==> config.mk <==
export PLATFORM = sky130hd
export DESIGN_NAME = dfcw_top
export DESIGN_NICKNAME = d
export VERILOG_FILES = /design/src/rtl/dfcw_top.v
export VERILOG_INCLUDE_DIRS = /design/src /design/src/shared
export SDC_FILE = /design/constraint.sdc
export NUM_CORES = 2
export LEC_CHECK = 0
export ABC_AREA = 1
export BUFFER_PORTS_ARGS = -buffer_cell sky130_fd_sc_hd__buf_4
export CORE_AREA = 2 2 477 479
export CTS_CLUSTER_SIZE = 12
export DETAILED_ROUTE_END_ITERATION = 7
export DIE_AREA = 0 0 479 481
export SYNTH_ARGS = -nofsm -noshare
export SYNTH_HDL_FRONTEND = slang
export SYNTH_SLANG_ARGS = --single-unit
==> constraint.sdc <==
create_clock -name MCLK -period 2.8 [get_ports MCLK]
set_input_delay 0.28 -clock MCLK [delete_from_list [all_inputs] [get_ports MCLK]]
set_output_delay 0.28 -clock MCLK [all_outputs]
set_load 0.05 [all_outputs]
==> src/shared/dfcw_map.vh <==
// Constants for the digital line filter, change detect and watchdog block
`ifndef DFCW_MAP_VH
`define DFCW_MAP_VH
// ==========================================================
// Geometry
`define DFCW_PORTS        12
`define DFCW_LINES        96
// ==========================================================
// Timing
`define DFCW_CLK_NS       40
`define DFCW_TICK_NS      100
`define DFCW_FILT_MIN_NS  400
`define DFCW_FILT_MAX_MS  200
`define DFCW_PWRUP_MS     400
// Filter interval register counts 100 ns ticks; 4 .. 2,000,000
`define DFCW_FILT_MIN_T   32'h0000_0004
`define DFCW_FILT_MAX_T   32'h001E_8480
// ==========================================================
// Power-up state codes per line
`define DFCW_PU_HIZ       2'h0
`define DFCW_PU_HIGH      2'h1
`define DFCW_PU_LOW       2'h2
`endif

==> src/rtl/dfcw_top.v <==
// Digital line bank: glitch filter, change detection, power-up states, output watchdog
//
// Contract
// - Twelve ports of eight lines, each line usable as bidirectional data.
// - Reject pulses under half the interval, pass pulses over the full interval.
// - Filter enabled per line; one shared interval from 400 ns to 200 ms.
// - Filtered inputs sampled every 100 ns sample tick.
// - Counter makes filter clock with period half the programmed interval.
// - New level accepted only when steady over two consecutive filter clock edges.
// - Rising and falling treated alike; passing may take two filter periods.
// - Output drivers stay disabled at power-up until power-up states apply.
// - Each line has a stored power-up state: hi-Z input, high, or low.
// - Power-up states take effect within 400 ms of power.
// - Change detection per line with separate rising and falling enables.
// - Any enabled edge on any enabled line raises change interrupt.
// - Change event does not say which line or which edge.
// - Overflow flag set when another edge arrives before previous event is handled.
// - Change-detect lines do not report state until the interrupt occurs.
// - Armed watchdog needs a reset command each timeout, else outputs go safe.
// - After expiry safe states hold until disarm plus new write, or reset.
// - Expiry indication stays asserted until watchdog is disarmed.
// - After expiry all host writes are discarded until disarm.
// - Tri-stated lines stay high impedance on expiry.
// - Watchdog timeout in 100 ns units with a 32-bit counter.
`timescale 1ns/1ps
`default_nettype none
`include "dfcw_map.vh"

module dfcw_top #(
  parameter PWRUP_CYCLES = `DFCW_PWRUP_MS * 1000000 / `DFCW_CLK_NS
) (
  input  wire        MCLK,
  input  wire        RST_B,
  input  wire [95:0] LINE_IN,
  output reg  [95:0] LINE_OUT,
  output reg  [95:0] LINE_OE,
  input  wire [95:0] PWRUP_DIR,
  input  wire [95:0] PWRUP_VAL,
  input  wire [95:0] OUT_DIR,
  input  wire [95:0] OUT_VAL,
  input  wire        OUT_WR,
  input  wire [95:0] FILT_EN,
  input  wire [31:0] FILT_TICKS,
  input  wire [95:0] RISE_EN,
  input  wire [95:0] FALL_EN,
  input  wire        CHG_ACK,
  input  wire        WDOG_ARM,
  input  wire        WDOG_DISARM,
  input  wire        WDOG_KICK,
  input  wire [31:0] WDOG_TIMEOUT,
  input  wire [95:0] SAFE_VAL,
  output reg  [95:0] LINE_STATE,
  output reg         CHG_IRQ,
  output reg         CHG_OVF,
  output reg         WDOG_EXPIRED,
  output reg         WDOG_ARMED,
  output reg         PWRUP_DONE
);

  localparam [7:0] TICK_DIV = `DFCW_TICK_NS / `DFCW_CLK_NS;
  localparam [1:0] ST_PWR  = 2'h1;
  localparam [1:0] ST_RUN  = 2'h2;

  // ==========================================================
  // Shared decoders
  // Per-bit select: take a where mask is set, else b
  function [95:0] pick;
    input [95:0] a;
    input [95:0] b;
    input [95:0] mask;
    begin
      pick = (a & mask) | (b & ~mask);
    end
  endfunction

  // One edge kind: level now set, level before clear, enabled
  function [95:0] edge_hit;
    input [95:0] now_lvl;
    input [95:0] old_lvl;
    input [95:0] en;
    begin
      edge_hit = now_lvl & ~old_lvl & en;
    end
  endfunction

  // Out-of-range intervals are pinned to the nearest legal end
  function [31:0] clamp_ticks;
    input [31:0] req;
    begin
      if (req < `DFCW_FILT_MIN_T)
        clamp_ticks = `DFCW_FILT_MIN_T;
      else if (req > `DFCW_FILT_MAX_T)
        clamp_ticks = `DFCW_FILT_MAX_T;
      else
        clamp_ticks = req;
    end
  endfunction

  // ==========================================================
  // Input synchroniser
  reg  [95:0] sync_a;
  reg  [95:0] sync_b;

  always @(posedge MCLK)
  begin
    if (!RST_B)
    begin
      sync_a <= 96'h0;
      sync_b <= 96'h0;
    end
    else
    begin
      sync_a <= LINE_IN;
      sync_b <= sync_a;
    end
  end

  // ==========================================================
  // 100 ns sample tick; 40 ns clock gives a 2.5 cycle tick, so
  // alternate 3 and 2 cycles to keep the average exact.
  reg  [7:0]  tick_cnt;
  reg         tick_phase;
  reg         tick;

  always @(posedge MCLK)
  begin
    if (!RST_B)
    begin
      tick_cnt   <= 8'h0;
      tick_phase <= 1'b0;
      tick       <= 1'b0;
    end
    else if (tick_cnt == (tick_phase ? TICK_DIV - 8'h1 : TICK_DIV))
    begin
      tick_cnt   <= 8'h0;
      tick_phase <= ~tick_phase;
      tick       <= 1'b1;
    end
    else
    begin
      tick_cnt <= tick_cnt + 8'h1;
      tick     <= 1'b0;
    end
  end

  // ==========================================================
  // Filter clock: half the interval, counted in sample ticks
  reg  [31:0] filt_cnt;
  reg         filt_edge;
  wire [31:0] filt_clamp = clamp_ticks(FILT_TICKS);
  wire [31:0] filt_half  = {1'b0, filt_clamp[31:1]};

  always @(posedge MCLK)
  begin
    if (!RST_B)
    begin
      filt_cnt  <= 32'h0;
      filt_edge <= 1'b0;
    end
    else if (tick)
    begin
      if (filt_cnt + 32'h1 >= filt_half)
      begin
        filt_cnt  <= 32'h0;
        filt_edge <= 1'b1;
      end
      else
      begin
        filt_cnt  <= filt_cnt + 32'h1;
        filt_edge <= 1'b0;
      end
    end
    else
      filt_edge <= 1'b0;
  end

  // ==========================================================
  // Per-line filter, change detection and read gating
  // Pulses between half and full interval may go either way,
  // depending on where they fall against the filter clock.
  reg  [95:0] sampled;
  reg  [95:0] stable;
  reg  [95:0] cand;
  reg  [95:0] filtered;
  reg  [95:0] filt_prev;
  wire [95:0] clean = pick(filtered, sampled, FILT_EN);
  wire [95:0] rise  = edge_hit(clean, filt_prev, RISE_EN);
  wire [95:0] fall  = edge_hit(filt_prev, clean, FALL_EN);
  wire        any_edge = |(rise | fall);
  wire [95:0] watched  = RISE_EN | FALL_EN;

  genvar g;
  generate
    for (g = 0; g < `DFCW_LINES; g = g + 1)
    begin : g_line
      always @(posedge MCLK)
      begin
        if (!RST_B)
        begin
          sampled[g]  <= 1'b0;
          cand[g]     <= 1'b0;
          stable[g]   <= 1'b0;
          filtered[g] <= 1'b0;
        end
        else
        begin
          if (tick)
            sampled[g] <= sync_b[g];
          // Any sample that differs from the candidate spoils its run
          if (tick && sampled[g] != cand[g])
          begin
            cand[g]   <= sampled[g];
            stable[g] <= 1'b0;
          end
          else if (filt_edge)
          begin
            if (stable[g])
              filtered[g] <= cand[g];
            stable[g] <= 1'b1;
          end
        end
      end
    end
  endgenerate

  always @(posedge MCLK)
  begin
    if (!RST_B)
    begin
      filt_prev  <= 96'h0;
      CHG_IRQ    <= 1'b0;
      CHG_OVF    <= 1'b0;
      LINE_STATE <= 96'h0;
    end
    else
    begin
      filt_prev <= clean;
      // Set wins over the acknowledge in the same cycle
      CHG_IRQ   <= any_edge | (CHG_IRQ & ~CHG_ACK);
      CHG_OVF   <= (any_edge & CHG_IRQ) | (CHG_OVF & ~CHG_ACK);
      // Watched lines refresh only on an event; others follow live
      LINE_STATE <= any_edge ? clean : pick(LINE_STATE, clean, watched);
    end
  end

  // ==========================================================
  // Power-up and output control with watchdog
  reg  [1:0]  state;
  reg  [31:0] pwr_cnt;
  reg  [31:0] wd_cnt;
  reg  [95:0] oe_q;
  reg  [95:0] out_q;

  always @(posedge MCLK)
  begin
    if (!RST_B)
    begin
      state        <= ST_PWR;
      pwr_cnt      <= 32'h0;
      wd_cnt       <= 32'h0;
      oe_q         <= 96'h0;
      out_q        <= 96'h0;
      WDOG_EXPIRED <= 1'b0;
      WDOG_ARMED   <= 1'b0;
      PWRUP_DONE   <= 1'b0;
    end
    else
    begin
      case (state)
        ST_PWR:
        begin
          // Drivers stay off for a short settle well inside the limit
          if (pwr_cnt >= PWRUP_CYCLES / 1000)
          begin
            oe_q       <= PWRUP_DIR;
            out_q      <= PWRUP_VAL;
            PWRUP_DONE <= 1'b1;
            state      <= ST_RUN;
          end
          else
            pwr_cnt <= pwr_cnt + 32'h1;
        end
        ST_RUN:
        begin
          if (WDOG_EXPIRED)
          begin
            // Host writes, kicks and re-arms are dropped here
            if (WDOG_DISARM)
            begin
              WDOG_EXPIRED <= 1'b0;
              WDOG_ARMED   <= 1'b0;
            end
          end
          else
          begin
            if (OUT_WR)
            begin
              oe_q  <= OUT_DIR;
              out_q <= OUT_VAL;
            end
            if (WDOG_DISARM)
              WDOG_ARMED <= 1'b0;
            else if (WDOG_ARM && !WDOG_ARMED)
            begin
              WDOG_ARMED <= 1'b1;
              wd_cnt     <= WDOG_TIMEOUT;
            end
            else if (WDOG_ARMED)
            begin
              if (WDOG_KICK)
                wd_cnt <= WDOG_TIMEOUT;
              else if (tick)
              begin
                // Timeout of 0 or 1 trips on the first tick
                if (wd_cnt <= 32'h1)
                begin
                  WDOG_EXPIRED <= 1'b1;
                  // Tri-stated lines stay released
                  out_q <= pick(SAFE_VAL, out_q, oe_q);
                  wd_cnt <= 32'h0;
                end
                else
                  wd_cnt <= wd_cnt - 32'h1;
              end
            end
          end
        end
        default:
          state <= ST_PWR;
      endcase
    end
  end

  // ==========================================================
  // Output stage: pins come straight from these flops
  always @(posedge MCLK)
  begin
    if (!RST_B)
    begin
      LINE_OE  <= 96'h0;
      LINE_OUT <= 96'h0;
    end
    else
    begin
      LINE_OE  <= oe_q;
      LINE_OUT <= out_q;
    end
  end

endmodule
`default_nettype wire

==> flow_summary.json <==
{
  "status": "finished with violations",
  "failed_checks": "negative setup slack",
  "port_buffers": 1227,
  "gp_congestion": 0.918,
  "dp.cells": 12921,
  "clock_skew_ns": 0.0581,
  "initial_core_util_pct": 25.9,
  "finalNonFillerCells": 14153,
  "critPathRequiredTime_ns": 3.48,
  "nFillCells": 23184,
  "ys.flop_type": "dfxtp_1",
  "arrival_ns": 3.57,
  "cpMostUsedCell": "buf_4",
  "grt_pass1_wl_mm": 373,
  "rr_worst_depth": 21,
  "overflow": 0,
  "ys_seq_elements": 1266,
  "hold_path.class": "input pin to flop",
  "synth.cell_area_sq_um": 58500,
  "hpwl_mm": 187,
  "rsz0062_at_grt": "yes",
  "fin_nets": 11952,
  "dr.pass1.iters": 6,
  "path_cells": "buf_4 -> nand3_2 -> inv_2 -> nand2_4 -> nor3_4 -> buf_4 -> buf_4 -> xor2_2 -> inv_1 -> ha_1 -> nand2_1 -> nor2_2 -> buf_4 -> a21oi_2 -> nor2_1 -> nor2_2 -> buf_6 -> buf_6 -> buf_16 -> nand3_1 -> a21oi_1",
  "vdd_ir_drop_max_v": 0.000795,
  "slowest_stage": "dfxtp_4",
  "grt_util_all_layers_pct": 21.2,
  "synth_top_area_share_pct": 43.3,
  "vias_per_cell": 4.54,
  "postLayoutSetupSlackWorst_ns": -0.0936,
  "maxCapViolCount": 0,
  "num_io_pins": 1228,
  "critPathCaptureType": "flop",
  "rr_endpoint": "filt_cnt[14]",
  "die_y_um": 481,
  "maxSlewViolCount": 0,
  "setup_viol": 32,
  "cts_buffers": 151,
  "grt_pass1_vias": 60866,
  "root_buffer": "clkbuf_16",
  "placed_area_sq_um": 71800,
  "die-area_sq_um": 230000,
  "cts_sinks": 1266,
  "clk_latency_ns": 0.82,
  "yosys.area.top_type": "dfxtp_1",
  "clock.fmax_mhz": 346,
  "hold_viol": 0,
  "antenna_left": 0,
  "critPathMaxFanout": 6,
  "holdWs_ns": 0.0673,
  "slew_headroom_pct": 42.4,
  "power_leakage_nw": 41.3,
  "path_buf_inv": 9,
  "cts.clk_slew.worst_paths_ns": 0.06,
  "rr_startpoint": "filt_cnt[2]",
  "slowest_delay_ns": 0.36,
  "async_flop_share_pct": 0,
  "num_vias": 64236,
  "min_period_ns": 2.89,
  "h-tree-depth": 4,
  "path_class": "flop to flop",
  "yosysMostFrequentCell": "nand2_1",
  "synthTopCellsByArea": "dfxtp_1, nand2_1, inv_1",
  "grt_max_degree": 149,
  "die_w_um": 479,
  "synth_edf_count": 0,
  "worst_pin_slew_ns": 0.865,
  "yosys_warnings": 0,
  "cp.depth": 21,
  "synthTopCellsByCount": "nand2_1, inv_1, dfxtp_1, nor2_1, a21oi_1",
  "drt_iter0_drc": 4312,
  "rows": 175,
  "antenna_found_initial": 62,
  "post-route-period-util_pct": 103,
  "cp-endpoint": "filt_cnt[14]",
  "seq_area_frac_synth_pct": 43.3,
  "coreArea_sq_um": 226000,
  "area_growth_syn_to_layout_pct": 48.7,
  "rrSetupSlack_ns": -0.09,
  "crit_family": "buffers and inverters",
  "wl_per_cell_um": 18.2,
  "crit_start": "filt_cnt[2]",
  "drc": 0,
  "netlist_instances": 8918,
  "cts_tree": "built",
  "design_area_sq_um": 87000,
  "syn_avg_cell_area_sq_um": 6.56,
  "synth_cell_type_count": 44,
  "routed_wl_mm": 257,
  "power_density_nw_per_um2": 602,
  "clockBufferDepth": 3,
  "worst_setup_path_start_kind": "flop",
  "drive_above_1_share_pct": 17.4
}
-- final cells by class --
| cell class | instances | area (sq um) | area share, % |
|---|---|---|---|
| diodes | 46 | 115 | 0.132 |
| multi-input cells | 5860 | 26900 | 31.0 |
| inverters | 1373 | 5190 | 5.97 |
| well taps | 3009 | 3760 | 4.33 |
| clock inverters | 56 | 897 | 1.03 |
| repair buffers | 2328 | 20300 | 23.4 |
| clock buffers | 215 | 4360 | 5.01 |
| flip-flops and latches | 1266 | 25400 | 29.2 |
-- layout by cell type (no fill, tap or decap), types with 11 or more instances in the layout --
| master | n |
|---|---|
| dfxtp_2 | 18 |
| buf_12 | 42 |
| nor2_1 | 1206 |
| conb_1 | 11 |
| o21ai_0 | 397 |
| dfxtp_1 | 1243 |
| o211ai_1 | 72 |
| nand4_1 | 144 |
| nand2_2 | 12 |
| clkbuf_1 | 31 |
| or2_2 | 60 |
| nand3_2 | 22 |
| nor2_4 | 16 |
| buf_4 | 1396 |
| a21oi_2 | 18 |
| nor2_2 | 20 |
| bufinv_16 | 14 |
| dlygate4sd3_1 | 872 |
| nand2_1 | 2415 |
| clkbuf_8 | 32 |
| inv_1 | 1351 |
| clkbuf_16 | 155 |
| nand3b_1 | 49 |
| o21ai_1 | 23 |
| a31oi_1 | 13 |
| ha_1 | 31 |
| nor3_1 | 165 |
| nor4_1 | 108 |
| inv_2 | 16 |
| nand3_1 | 267 |
| a211oi_1 | 98 |
| clkinv_2 | 18 |
| xor2_1 | 28 |
| a21oi_1 | 607 |
| diode_2 | 46 |
-- report_power, final --
part           leakage (nW)  switching (W)  internal, W
Sequential             10.3        0.00114       0.0193
Clock                  2.56        0.00864       0.0123
Combinational          28.5        0.00692      0.00415
-- worst min-delay path, cell delays in order --
cell	delay, ns
buf_4	0.08
nand2_1	0.17
nand3_1	0.14
a21oi_1	0.04
nor2_1	0.08
-- kinds of logic (layout without fill, tap and decap cells) --
family	count (synthesis)	count (layout)	share of synthesized area, %
flops	1266	1266	43.3
other cells	1	57	0.00641
simple gates	4514	4514	31.8
buf+inv	1802	3972	11.7
xor+xnor	41	41	0.614
compound gates	1250	1250	11.6
fa+ha+maj	37	37	0.792
mux	7	7	0.120
-- metal layers --
metal	global-route usage [%]	vias up	wire length, um
met5	0	-	115
met4	13.7	18	18100
met3	4.81	617	18000
met2	36.2	2383	122000
met1	23.9	29173	99000
li1	-	32045	-
-- per-stage QoR --
step | setup WS (ns) | total power, W | setup TNS, ns | util (%)
floorplan | -0.0172 | 0.0260 | -0.489 | -
global placement | -0.303 | 0.0306 | -8.59 | 31.8
detailed placement | -0.256 | 0.0307 | -7.25 | 31.8
CTS | -0.0768 | 0.0528 | -1.94 | 38.2
global route | -0.269 | 0.0547 | -6.83 | 38.5
finish | -0.0936 | 0.0524 | -1.64 | 38.5
-- worst min-delay path by stage --
stage               cells after the start  slack (ns)         end          start
finish                                  5        0.07        flop  PWRUP_VAL[89]
global route                            5       0.008     oe_q[5]     OUT_DIR[5]
CTS                                     5       0.002        flop  PWRUP_VAL[29]
detailed placement                      2        0.40  sync_b[15]     sync_a[15]
global placement                        2        0.39  sync_b[67]     sync_a[67]
floorplan                               2        0.38   sync_a[0]     LINE_IN[0]
-- timing repair --
item                                    CTS  global route
pin swaps                                38            37
gates cloned                              3             3
endpoints found under the setup margin   32            52
hold buffers                            872             0
buffers inserted                         21            18
endpoints found under the hold margin   539             0
gates resized for setup                  87            85
No activity file was read; power rests on OpenSTA's default activity.
